`config.mk`:
```
export PLATFORM = sky130hd
export DESIGN_NAME = ppd_port_ctl
export DESIGN_NICKNAME = d
export VERILOG_FILES = /design/src/core/ppd_pin_cell.v /design/src/core/ppd_port_ctl.v
export VERILOG_INCLUDE_DIRS = /design/src /design/src/include
export SDC_FILE = /design/constraint.sdc
export NUM_CORES = 1
export LEC_CHECK = 0
export BUFFER_PORTS_ARGS = -buffer_cell sky130_fd_sc_hd__buf_2
export CORE_UTILIZATION = 49
export CTS_BUF_LIST = sky130_fd_sc_hd__clkbuf_16
export DETAILED_ROUTE_END_ITERATION = 10
export GPL_ROUTABILITY_DRIVEN = 0
export GPL_TIMING_DRIVEN = 0
export PLACE_DENSITY = 0.82
export SYNTH_ARGS = -nofsm -noshare
export SYNTH_HDL_FRONTEND = slang
export SYNTH_SLANG_ARGS = --single-unit
```
`constraint.sdc`:
```
create_clock -name clk -period 1.5 [get_ports clk]
set_input_delay 0.15 -clock clk [delete_from_list [all_inputs] [get_ports clk]]
set_output_delay 0.15 -clock clk [all_outputs]
set_load 0.01 [all_outputs]
```
`src/include/ppd_defines.vh`:
```
// constants, register map and field positions for the port pin drive block
`ifndef PPD_DEFINES_VH
`define PPD_DEFINES_VH

// ----------------------------------------------------------------------
// register word indices (byte address = index * 4)
// ----------------------------------------------------------------------
`define PPD_ADDR_W 3
`define PPD_IDX_OUT 3'h0
`define PPD_IDX_DIR 3'h1
`define PPD_IDX_ANA 3'h2
`define PPD_IDX_CHAN 3'h3
`define PPD_IDX_PERI 3'h4
`define PPD_IDX_MISC 3'h5
`define PPD_IDX_PIN_IN 3'h6

// ----------------------------------------------------------------------
// field positions in the misc register
// ----------------------------------------------------------------------
`define PPD_MISC_SO_OD 0
`define PPD_MISC_PULLUP 1

// ----------------------------------------------------------------------
// reset values
// ----------------------------------------------------------------------
// per-bit reset levels, replicated to each register's own width
`define PPD_OUT_RST_BIT 1'b1
`define PPD_ZERO_RST_BIT 1'b0
`define PPD_RDATA_UNMAPPED 32'h00000000

`endif

```
`src/core/ppd_pin_cell.v`:
```
// one pin's buffer enable decode
`timescale 1ns/1ps
module ppd_pin_cell
(
  input wire dir,
  input wire dout,
  input wire analog_sel,
  input wire periph_sel,
  input wire periph_oe,
  input wire periph_do,
  input wire pullup_glb,
  input wire nmos_od,
  input wire pmos_od,
  input wire med_volt,
  output wire pmos_en,
  output wire nmos_en,
  output wire pullup_en
);
  // effective direction and value: peripheral wins over port
  wire eff_out = periph_sel ? periph_oe : dir;
  wire eff_val = periph_sel ? periph_do : dout;
  // analog selection kills both drivers in every case
  wire drive = eff_out & ~analog_sel;
  // open-drain styles suppress one transistor
  assign pmos_en = drive & eff_val & ~nmos_od & ~med_volt;
  assign nmos_en = drive & ~eff_val & ~pmos_od;
  // pull-up follows only global enable and port data
  // medium-voltage pins have no pull-up device
  assign pullup_en = pullup_glb & dout & ~med_volt;
endmodule

```
`src/core/ppd_port_ctl.v`:
```
// register file and per-pin drive control for the general purpose port
`timescale 1ns/1ps
`include "ppd_defines.vh"
module ppd_port_ctl
#(
  parameter NPINS = 16,
  parameter CHAN_W = 4,
  parameter SO_PIN = 2,
  parameter ALARM_PIN = 3,
  parameter [NPINS-1:0] MED_VOLT_MASK = 16'h0000
)
(
  input wire clk,
  input wire reset,
  // stop-mode system reset request
  input wire stop_reset,
  // avalon-mm slave
  input wire [`PPD_ADDR_W+1:0] avs_address,
  input wire avs_read,
  input wire avs_write,
  input wire [31:0] avs_writedata,
  input wire [3:0] avs_byteenable,
  output reg [31:0] avs_readdata,
  output wire avs_waitrequest,
  // peripheral side
  input wire [NPINS-1:0] periph_oe,
  input wire [NPINS-1:0] periph_do,
  // pin side
  input wire [NPINS-1:0] pin_in,
  output wire [NPINS-1:0] pmos_en,
  output wire [NPINS-1:0] nmos_en,
  output wire [NPINS-1:0] pullup_en,
  output wire [NPINS-1:0] pin_to_periph,
  output wire [CHAN_W-1:0] analog_channel_sel
);
  // ----------------------------------------------------------------------
  // registers
  // ----------------------------------------------------------------------
  reg [NPINS-1:0] pin_output_value_reg; // port output data
  reg [NPINS-1:0] pin_direction_ctl_reg; // 1 = output
  reg [NPINS-1:0] analog_select_reg; // 1 = analog input
  reg [NPINS-1:0] port_mode_sel_reg; // 1 = peripheral owns pin
  reg [CHAN_W-1:0] analog_channel_sel_reg; // converter channel
  reg serial_out_open_drain_sel_reg; // so pin nmos open drain
  reg global_pullup_enable_reg; // pull-ups globally on
  reg ack_reg; // one-cycle wait answer
  // three-stage pin synchroniser
  reg [NPINS-1:0] sync1_reg;
  reg [NPINS-1:0] sync2_reg;
  reg [NPINS-1:0] sync3_reg;
  reg [NPINS-1:0] pin_state_reg;

  wire [`PPD_ADDR_W-1:0] idx = avs_address[`PPD_ADDR_W+1:2];
  wire any_req = avs_read | avs_write;
  wire wr_fire = avs_write & ack_reg;
  wire [31:0] bmask;
  // either reset clears the registers, output data excepted (set to ones), but the input synchroniser clears on reset only; stop mode acts as system reset
  wire sys_rst = reset | stop_reset;

  // byte-enable mask
  genvar b;
  generate
    for (b = 0; b < 4; b = b + 1)
    begin : g_be
      assign bmask[b*8+7:b*8] = {8{avs_byteenable[b]}};
    end
  endgenerate

  // merge write data into an old value under byte enables
  // sized to the pin count, so write-data bits above the pin count are dropped
  function [NPINS-1:0] merge;
    input [NPINS-1:0] old;
    input [NPINS-1:0] wd;
    input [NPINS-1:0] m;
    begin
      merge = (old & ~m) | (wd & m);
    end
  endfunction

  // ----------------------------------------------------------------------
  // bus handshake: waitrequest low on the second cycle of each request
  // ----------------------------------------------------------------------
  // one wait state keeps read data registered
  always @(posedge clk)
  begin
    if (sys_rst)
      ack_reg <= 1'b0;
    else
      ack_reg <= any_req & ~ack_reg;
  end
  assign avs_waitrequest = any_req & ~ack_reg;

  // ----------------------------------------------------------------------
  // register writes
  // ----------------------------------------------------------------------
  always @(posedge clk)
  begin
    if (sys_rst)
    begin
      pin_output_value_reg <= {NPINS{`PPD_OUT_RST_BIT}};
      // direction zero floats every pin
      pin_direction_ctl_reg <= {NPINS{`PPD_ZERO_RST_BIT}};
      analog_select_reg <= {NPINS{`PPD_ZERO_RST_BIT}};
      port_mode_sel_reg <= {NPINS{`PPD_ZERO_RST_BIT}};
      analog_channel_sel_reg <= {CHAN_W{`PPD_ZERO_RST_BIT}};
      serial_out_open_drain_sel_reg <= 1'b0;
      global_pullup_enable_reg <= 1'b0;
    end
    else if (wr_fire)
    begin
      case (idx)
        `PPD_IDX_OUT:
          pin_output_value_reg <= merge(pin_output_value_reg,
            avs_writedata[NPINS-1:0], bmask[NPINS-1:0]);
        `PPD_IDX_DIR:
          // per-pin direction select
          pin_direction_ctl_reg <= merge(pin_direction_ctl_reg,
            avs_writedata[NPINS-1:0], bmask[NPINS-1:0]);
        `PPD_IDX_ANA:
          analog_select_reg <= merge(analog_select_reg,
            avs_writedata[NPINS-1:0], bmask[NPINS-1:0]);
        `PPD_IDX_CHAN:
        begin
          // channel routed to the converter; field sits in byte 0
          if (avs_byteenable[0])
            analog_channel_sel_reg <= avs_writedata[CHAN_W-1:0];
        end
        `PPD_IDX_PERI:
          // port or peripheral use per shared pin
          port_mode_sel_reg <= merge(port_mode_sel_reg,
            avs_writedata[NPINS-1:0], bmask[NPINS-1:0]);
        `PPD_IDX_MISC:
        begin
          if (avs_byteenable[0])
          begin
            serial_out_open_drain_sel_reg <=
              avs_writedata[`PPD_MISC_SO_OD];
            global_pullup_enable_reg <= avs_writedata[`PPD_MISC_PULLUP];
          end
        end
        default:
        begin
          // unmapped or read-only word: write ignored
        end
      endcase
    end
  end

  // ----------------------------------------------------------------------
  // read data, registered at the acknowledge edge
  // ----------------------------------------------------------------------
  always @(posedge clk)
  begin
    if (sys_rst)
      avs_readdata <= `PPD_RDATA_UNMAPPED;
    else if (avs_read & ~ack_reg)
    begin
      case (idx)
        `PPD_IDX_OUT:
          avs_readdata <= {{(32-NPINS){1'b0}}, pin_output_value_reg};
        `PPD_IDX_DIR:
          avs_readdata <= {{(32-NPINS){1'b0}}, pin_direction_ctl_reg};
        `PPD_IDX_ANA:
          avs_readdata <= {{(32-NPINS){1'b0}}, analog_select_reg};
        `PPD_IDX_CHAN:
          avs_readdata <= {{(32-CHAN_W){1'b0}}, analog_channel_sel_reg};
        `PPD_IDX_PERI:
          avs_readdata <= {{(32-NPINS){1'b0}}, port_mode_sel_reg};
        `PPD_IDX_MISC:
          avs_readdata <= {30'h0, global_pullup_enable_reg,
            serial_out_open_drain_sel_reg};
        `PPD_IDX_PIN_IN:
          avs_readdata <= {{(32-NPINS){1'b0}}, pin_state_reg};
        default: avs_readdata <= `PPD_RDATA_UNMAPPED;
      endcase
    end
  end

  // ----------------------------------------------------------------------
  // pin input synchroniser; a change counts when stages two and three agree
  // ----------------------------------------------------------------------
  always @(posedge clk)
  begin
    if (reset)
    begin
      sync1_reg <= {NPINS{1'b0}};
      sync2_reg <= {NPINS{1'b0}};
      sync3_reg <= {NPINS{1'b0}};
      pin_state_reg <= {NPINS{1'b0}};
    end
    else
    begin
      sync1_reg <= pin_in;
      sync2_reg <= sync1_reg;
      sync3_reg <= sync2_reg;
      // bits where stages disagree keep their last settled value
      // agreeing bits take stage three, so a pin can fall as well as rise
      pin_state_reg <= (sync3_reg & ~(sync2_reg ^ sync3_reg))
        | (pin_state_reg & (sync2_reg ^ sync3_reg));
    end
  end

  // analog pins deliver no digital level to a peripheral
  assign pin_to_periph = pin_state_reg & port_mode_sel_reg
    & ~analog_select_reg;
  assign analog_channel_sel = analog_channel_sel_reg;

  // ----------------------------------------------------------------------
  // per-pin buffer decode
  // ----------------------------------------------------------------------
  genvar p;
  generate
    for (p = 0; p < NPINS; p = p + 1)
    begin : g_pin
      ppd_pin_cell u_cell
      (
        .dir(pin_direction_ctl_reg[p]),
        .dout(pin_output_value_reg[p]),
        .analog_sel(analog_select_reg[p]),
        .periph_sel(port_mode_sel_reg[p]),
        .periph_oe(periph_oe[p]),
        .periph_do(periph_do[p]),
        .pullup_glb(global_pullup_enable_reg),
        // so pin open drain in port and peripheral use alike
        .nmos_od((p == SO_PIN) ? serial_out_open_drain_sel_reg : 1'b0),
        // alarm output is pmos-only when a peripheral drives it
        .pmos_od((p == ALARM_PIN) ? port_mode_sel_reg[p] : 1'b0),
        .med_volt(MED_VOLT_MASK[p]),
        .pmos_en(pmos_en[p]),
        .nmos_en(nmos_en[p]),
        .pullup_en(pullup_en[p])
      );
    end
  endgenerate
endmodule

```
### After elaboration in Yosys (flattened, before gate mapping)

Cells that the tools add are included.

* flip-flop bits (word level): 167
* word-level logic and storage cells: 183

* equality and inequality tests: 6
* muxes and demuxes: 33
* bitwise logic cells: 124
* reductions and logical operators: 7

Operators by type and width (number)
* $and 16x16->16: 9
* $pmux 16 s7: 1
* $or 16x16->16: 5
* $and 1x1->1: 69
* $not 16->16: 3
* $not 1->1: 35
* $mux 1: 32
* $xor 16x16->16: 1
* $eq 3x3->1 const B: 3
* $reduce_and 2->1: 4
* $eq 3x2->1 const B: 2
* $reduce_and 3->1: 2
* $eq 3x1->1 const B: 1
* $logic_not 3->1: 1
* $or 1x1->1: 2

### Longest topological paths before layout

* depth in word-level cells: 4
* mapped depth: 6
* depth with buffers taken out: 4

### By module

A second synthesis with hierarchy kept.

* cells, all modules: 769
* area, all modules: 6976.7 µm²

Modules (own cells, without submodules)
* ppd_port_ctl: instances 1, cells each 673, area each 5975.7 µm², seq. area each 3022.9 µm²
* ppd_pin_cell: instances 16, cells each 6, area each 62.6 µm², seq. area each 0.0 µm²

### Least setup slack after synthesis

No wires, ideal clock.

* path kind: input -> register
* start point: in avs_address[4]
* end point: reg with a tool-made name
* library setup time: 137 ps
* arrival time: 1139 ps
* required time: 1363 ps
* path slack: 224 ps
* cell stages on the path: 6
* buffers on the path: 2
* cells stage by stage: buf_2 -> or2_4 -> or2_2 -> clkbuf_1 -> nand2_1 -> nand3_1

RTL lines
* from (decl): line ppd_port_ctl.v:18 `` input wire [`PPD_ADDR_W+1:0] avs_address, ``

==> impl_summary.log <==
INFO  metric outcome = complete, but fails checks
INFO  metric violations = DRC, hold timing, setup timing
INFO  metric port_buffers = 157
INFO  metric finalCritPeriodShare = 102%
INFO  metric finalInstanceArea = 9460 um2
INFO  metric worstRegToRegCells = 5
INFO  metric synthTopCellsByCount = sky130_fd_sc_hd__dfxtp_1 (151), sky130_fd_sc_hd__nand2_1 (131), sky130_fd_sc_hd__a21oi_1 (95)
INFO  metric mapped_area = 6980 um2
INFO  metric yosys_warnings = 0
INFO  metric worst_hold_path_type = in -> reg
INFO  metric clkLatencyLatePin = 0.43 ns
INFO  metric synth-async-reset-ratio = 0%
INFO  metric drv.max_cap_violation_count = 0
INFO  metric finalWirelength = 22300 um
INFO  metric synthMostInstantiatedCell = sky130_fd_sc_hd__dfxtp_1
INFO  metric worst_clock_skew = 0.00634 ns
INFO  metric dieArea = 14700 um2
INFO  metric startpoint_type = flop
INFO  metric post_drt_wl_per_cell = 17.5 um
INFO  metric worstPathRequired = 1.35 ns
INFO  metric crit_fanout = 4
INFO  metric ys_ff_latch = between 150 and 200
INFO  metric die_h = 121 um
INFO  metric grt_util_all_layers = approximately 30%
INFO  metric floorplan.die.width = 121 um
INFO  metric tightestPinTransition = around 0.80 ns
INFO  metric syn_inst = 855
INFO  metric final.hold.worst_slack = -0.00938 ns
INFO  metric synth-edff-count = 0
INFO  metric total_clock_buffers_created_by_cts = 17
INFO  metric placed_area = 8050 um2
INFO  metric placeableCoreArea = 13900 um2
INFO  metric synth_top_flop_cell = sky130_fd_sc_hd__dfxtp_1
INFO  metric path_clk_slew = 0.06 ns
INFO  metric reg_to_reg_critical_path_startpoint = ack_reg$_SDFF_PP0_
INFO  metric setup_repair_after_global_routing_missed_its_margin = true
INFO  metric clock_tree_from_tritoncts = yes
INFO  metric drive_gt1_share = 35.3%
INFO  metric synth_top_cell_by_area = sky130_fd_sc_hd__dfxtp_1
INFO  metric ff2ff_setup_slack = -0.01 ns
INFO  metric rows = 43
INFO  metric cts-root-buf = sky130_fd_sc_hd__clkbuf_16
INFO  metric final-max-slew-violation-count = 0
INFO  metric count_of_tritonroute_iterations_in_the_first_routing_pass = 11
INFO  metric slew_headroom = 46.4%
INFO  metric report.final.setup_viol = 9
INFO  metric floorplan.io_pins = 195
INFO  metric vias = 7216
INFO  metric via_count_of_the_first_global_routing_pass = 6509
INFO  metric cts_max_path_bufs = 2
INFO  metric worst_hold_startpoint = pin_in[10]
INFO  metric clock_tree.htree_level_count = 4
INFO  metric synthesis.area_per_instance = between 8 and 9 um2
INFO  metric timing.hold.worst_path_depth = 2
INFO  metric maxClockFrequency = 651 MHz
INFO  metric hold_crit_endpoint = sync1_reg[10]$_SDFF_PP0_
INFO  metric drt.antenna.violating_nets = 0
INFO  metric detail_route.iter0.violations = 918
INFO  metric fin_nets = 1171
INFO  metric worstSetupEndpointType = output port
INFO  metric hold_violations = 1
INFO  metric final_critical_path_setup_slack = -0.0363 ns
INFO  metric place_ws = -0.270 ns
INFO  metric initial_utilization = between 50% and 60%
INFO  metric worst-endpoint-arrival = 1.39 ns
INFO  metric worstSetupPathType = reg -> out
INFO  metric grt_max_degree = 17
INFO  metric synth_top_area_share = 43.3%
INFO  metric ys_seq_area_share = 43.3%
INFO  metric remaining_drc_errors = 1
INFO  metric cellLeakagePower = just under 4 nW
INFO  metric first_pass_grt_wire_length = 33200 um
INFO  metric post_synth_main_area_contributors = sky130_fd_sc_hd__dfxtp_1 (43%), sky130_fd_sc_hd__buf_4 (7.5%), sky130_fd_sc_hd__nand2_1 (7.0%)
INFO  metric layout-area-overhead-vs-synth = 35.5%
INFO  metric power.density_cell_area = 953 nW/um2
INFO  metric post-route-min-period = 1.54 ns
INFO  metric gr-total-overflow = 0
INFO  metric number_of_antenna_violations_at_the_first_check_in_global_routing = 1
INFO  metric ys_types = 38
INFO  metric numClockSinks = 151
INFO  metric avgViaCountPerCell = about 5.7
INFO  metric hpwlAfterDp = 14300 um
INFO  metric irDropWorstVdd = 0.000780 V
[layout by cell type, fill, tap and decap left out, types with 8 or more instances in the layout]
master,instances
sky130_fd_sc_hd__a21oi_1,87
sky130_fd_sc_hd__a21oi_2,8
sky130_fd_sc_hd__a22oi_1,24
sky130_fd_sc_hd__and2_1,8
sky130_fd_sc_hd__and2_4,8
sky130_fd_sc_hd__buf_2,128
sky130_fd_sc_hd__buf_4,71
sky130_fd_sc_hd__buf_6,40
sky130_fd_sc_hd__clkbuf_1,23
sky130_fd_sc_hd__clkbuf_16,18
sky130_fd_sc_hd__conb_1,16
sky130_fd_sc_hd__dfxtp_1,107
sky130_fd_sc_hd__dfxtp_2,29
sky130_fd_sc_hd__dfxtp_4,15
sky130_fd_sc_hd__dlygate4sd3_1,26
sky130_fd_sc_hd__mux2_2,15
sky130_fd_sc_hd__mux2i_1,15
sky130_fd_sc_hd__nand2_1,130
sky130_fd_sc_hd__nand3_1,32
sky130_fd_sc_hd__nand3b_1,15
sky130_fd_sc_hd__nor2_1,36
sky130_fd_sc_hd__nor2_2,13
sky130_fd_sc_hd__nor2b_1,51
sky130_fd_sc_hd__o21ai_0,72
sky130_fd_sc_hd__o22a_1,12
sky130_fd_sc_hd__o32a_1,12
[layout make-up]
class	count	area [um2]
flip-flops and latches	151	3120
diodes	1	2.50
clock buffers	17	425
multi-input cells	598	3420
clock inverters	15	161
repair buffers	211	1510
fillers	1097	4420
well taps	180	225
plain buffers	86	553
inverters	12	45.0
[worst max-delay path by stage]
stage / cells after the start / start / end
3_5_place_dp: 4 / global_pullup_enable_reg$_SDFFE_PP0P_ / pullup_en[10]
3_3_place_gp: 4 / global_pullup_enable_reg$_SDFFE_PP0P_ / pullup_en[2]
6_report: 4 / flop / nmos_en[5]
5_1_grt: 4 / flop / nmos_en[5]
4_1_cts: 4 / flop / nmos_en[9]
2_1_floorplan: 6 / avs_address[4] / flop
[routing by layer]
metal	GRT usage, %	share of wire, %
met5	0	0
met4	16.0	4.3
met3	7.24	11
met2	47.0	46
met1	37.2	39
[metrics by stage]
stage | TNS (ns) | instances | total power, mW | utilization (%)
6_report | -0.109 | 1271 | 9.01 | 68.1
4_1_cts | -0.359 | 1275 | 9.00 | 66.7
2_1_floorplan | 0 | 870 | 4.51 | -
3_5_place_dp | -11.02 | 1207 | 4.78 | 58.0
3_3_place_gp | -9.55 | 1207 | 4.78 | 58.0
5_1_grt | -0.550 | 1271 | 9.23 | 68.1
[worst max-delay path, stage by stage, from the launching register on]
cell and delay [ns]:
sky130_fd_sc_hd__dfxtp_4 0.37, sky130_fd_sc_hd__inv_2 0.03, sky130_fd_sc_hd__o32a_1 0.34, sky130_fd_sc_hd__nor2_2 0.11, sky130_fd_sc_hd__buf_6 0.11
[what timing repair did]
action / CTS / global route
hold endpoints to repair: 43 / 0
setup endpoints to repair: 81 / 90
pin swaps: 23 / 29
gates resized for setup: 88 / 78
hold buffers: 26 / 0
buffers inserted: 24 / 3
cloned: 1 / 0
[logic make-up after synthesis]
group / Yosys count / synth area share (%)
AND/OR/NAND/NOR: 322 / 22.3
flip-flops: 151 / 43.3
multiplexers: 30 / 4.57
other: 1 / 0.0537
buffers and inverters: 121 / 10.4
AO/OA/AOI/OAI: 230 / 19.3
[report_power, final]
group	internal, mW	switching [mW]	leakage [nW]
Sequential	4.06	0.0373	1.24
Combinational	0.277	0.396	2.40
Clock	2.58	1.67	0.269
Total	6.91	2.10	3.91
No activity file was read; power rests on OpenSTA's default activity.
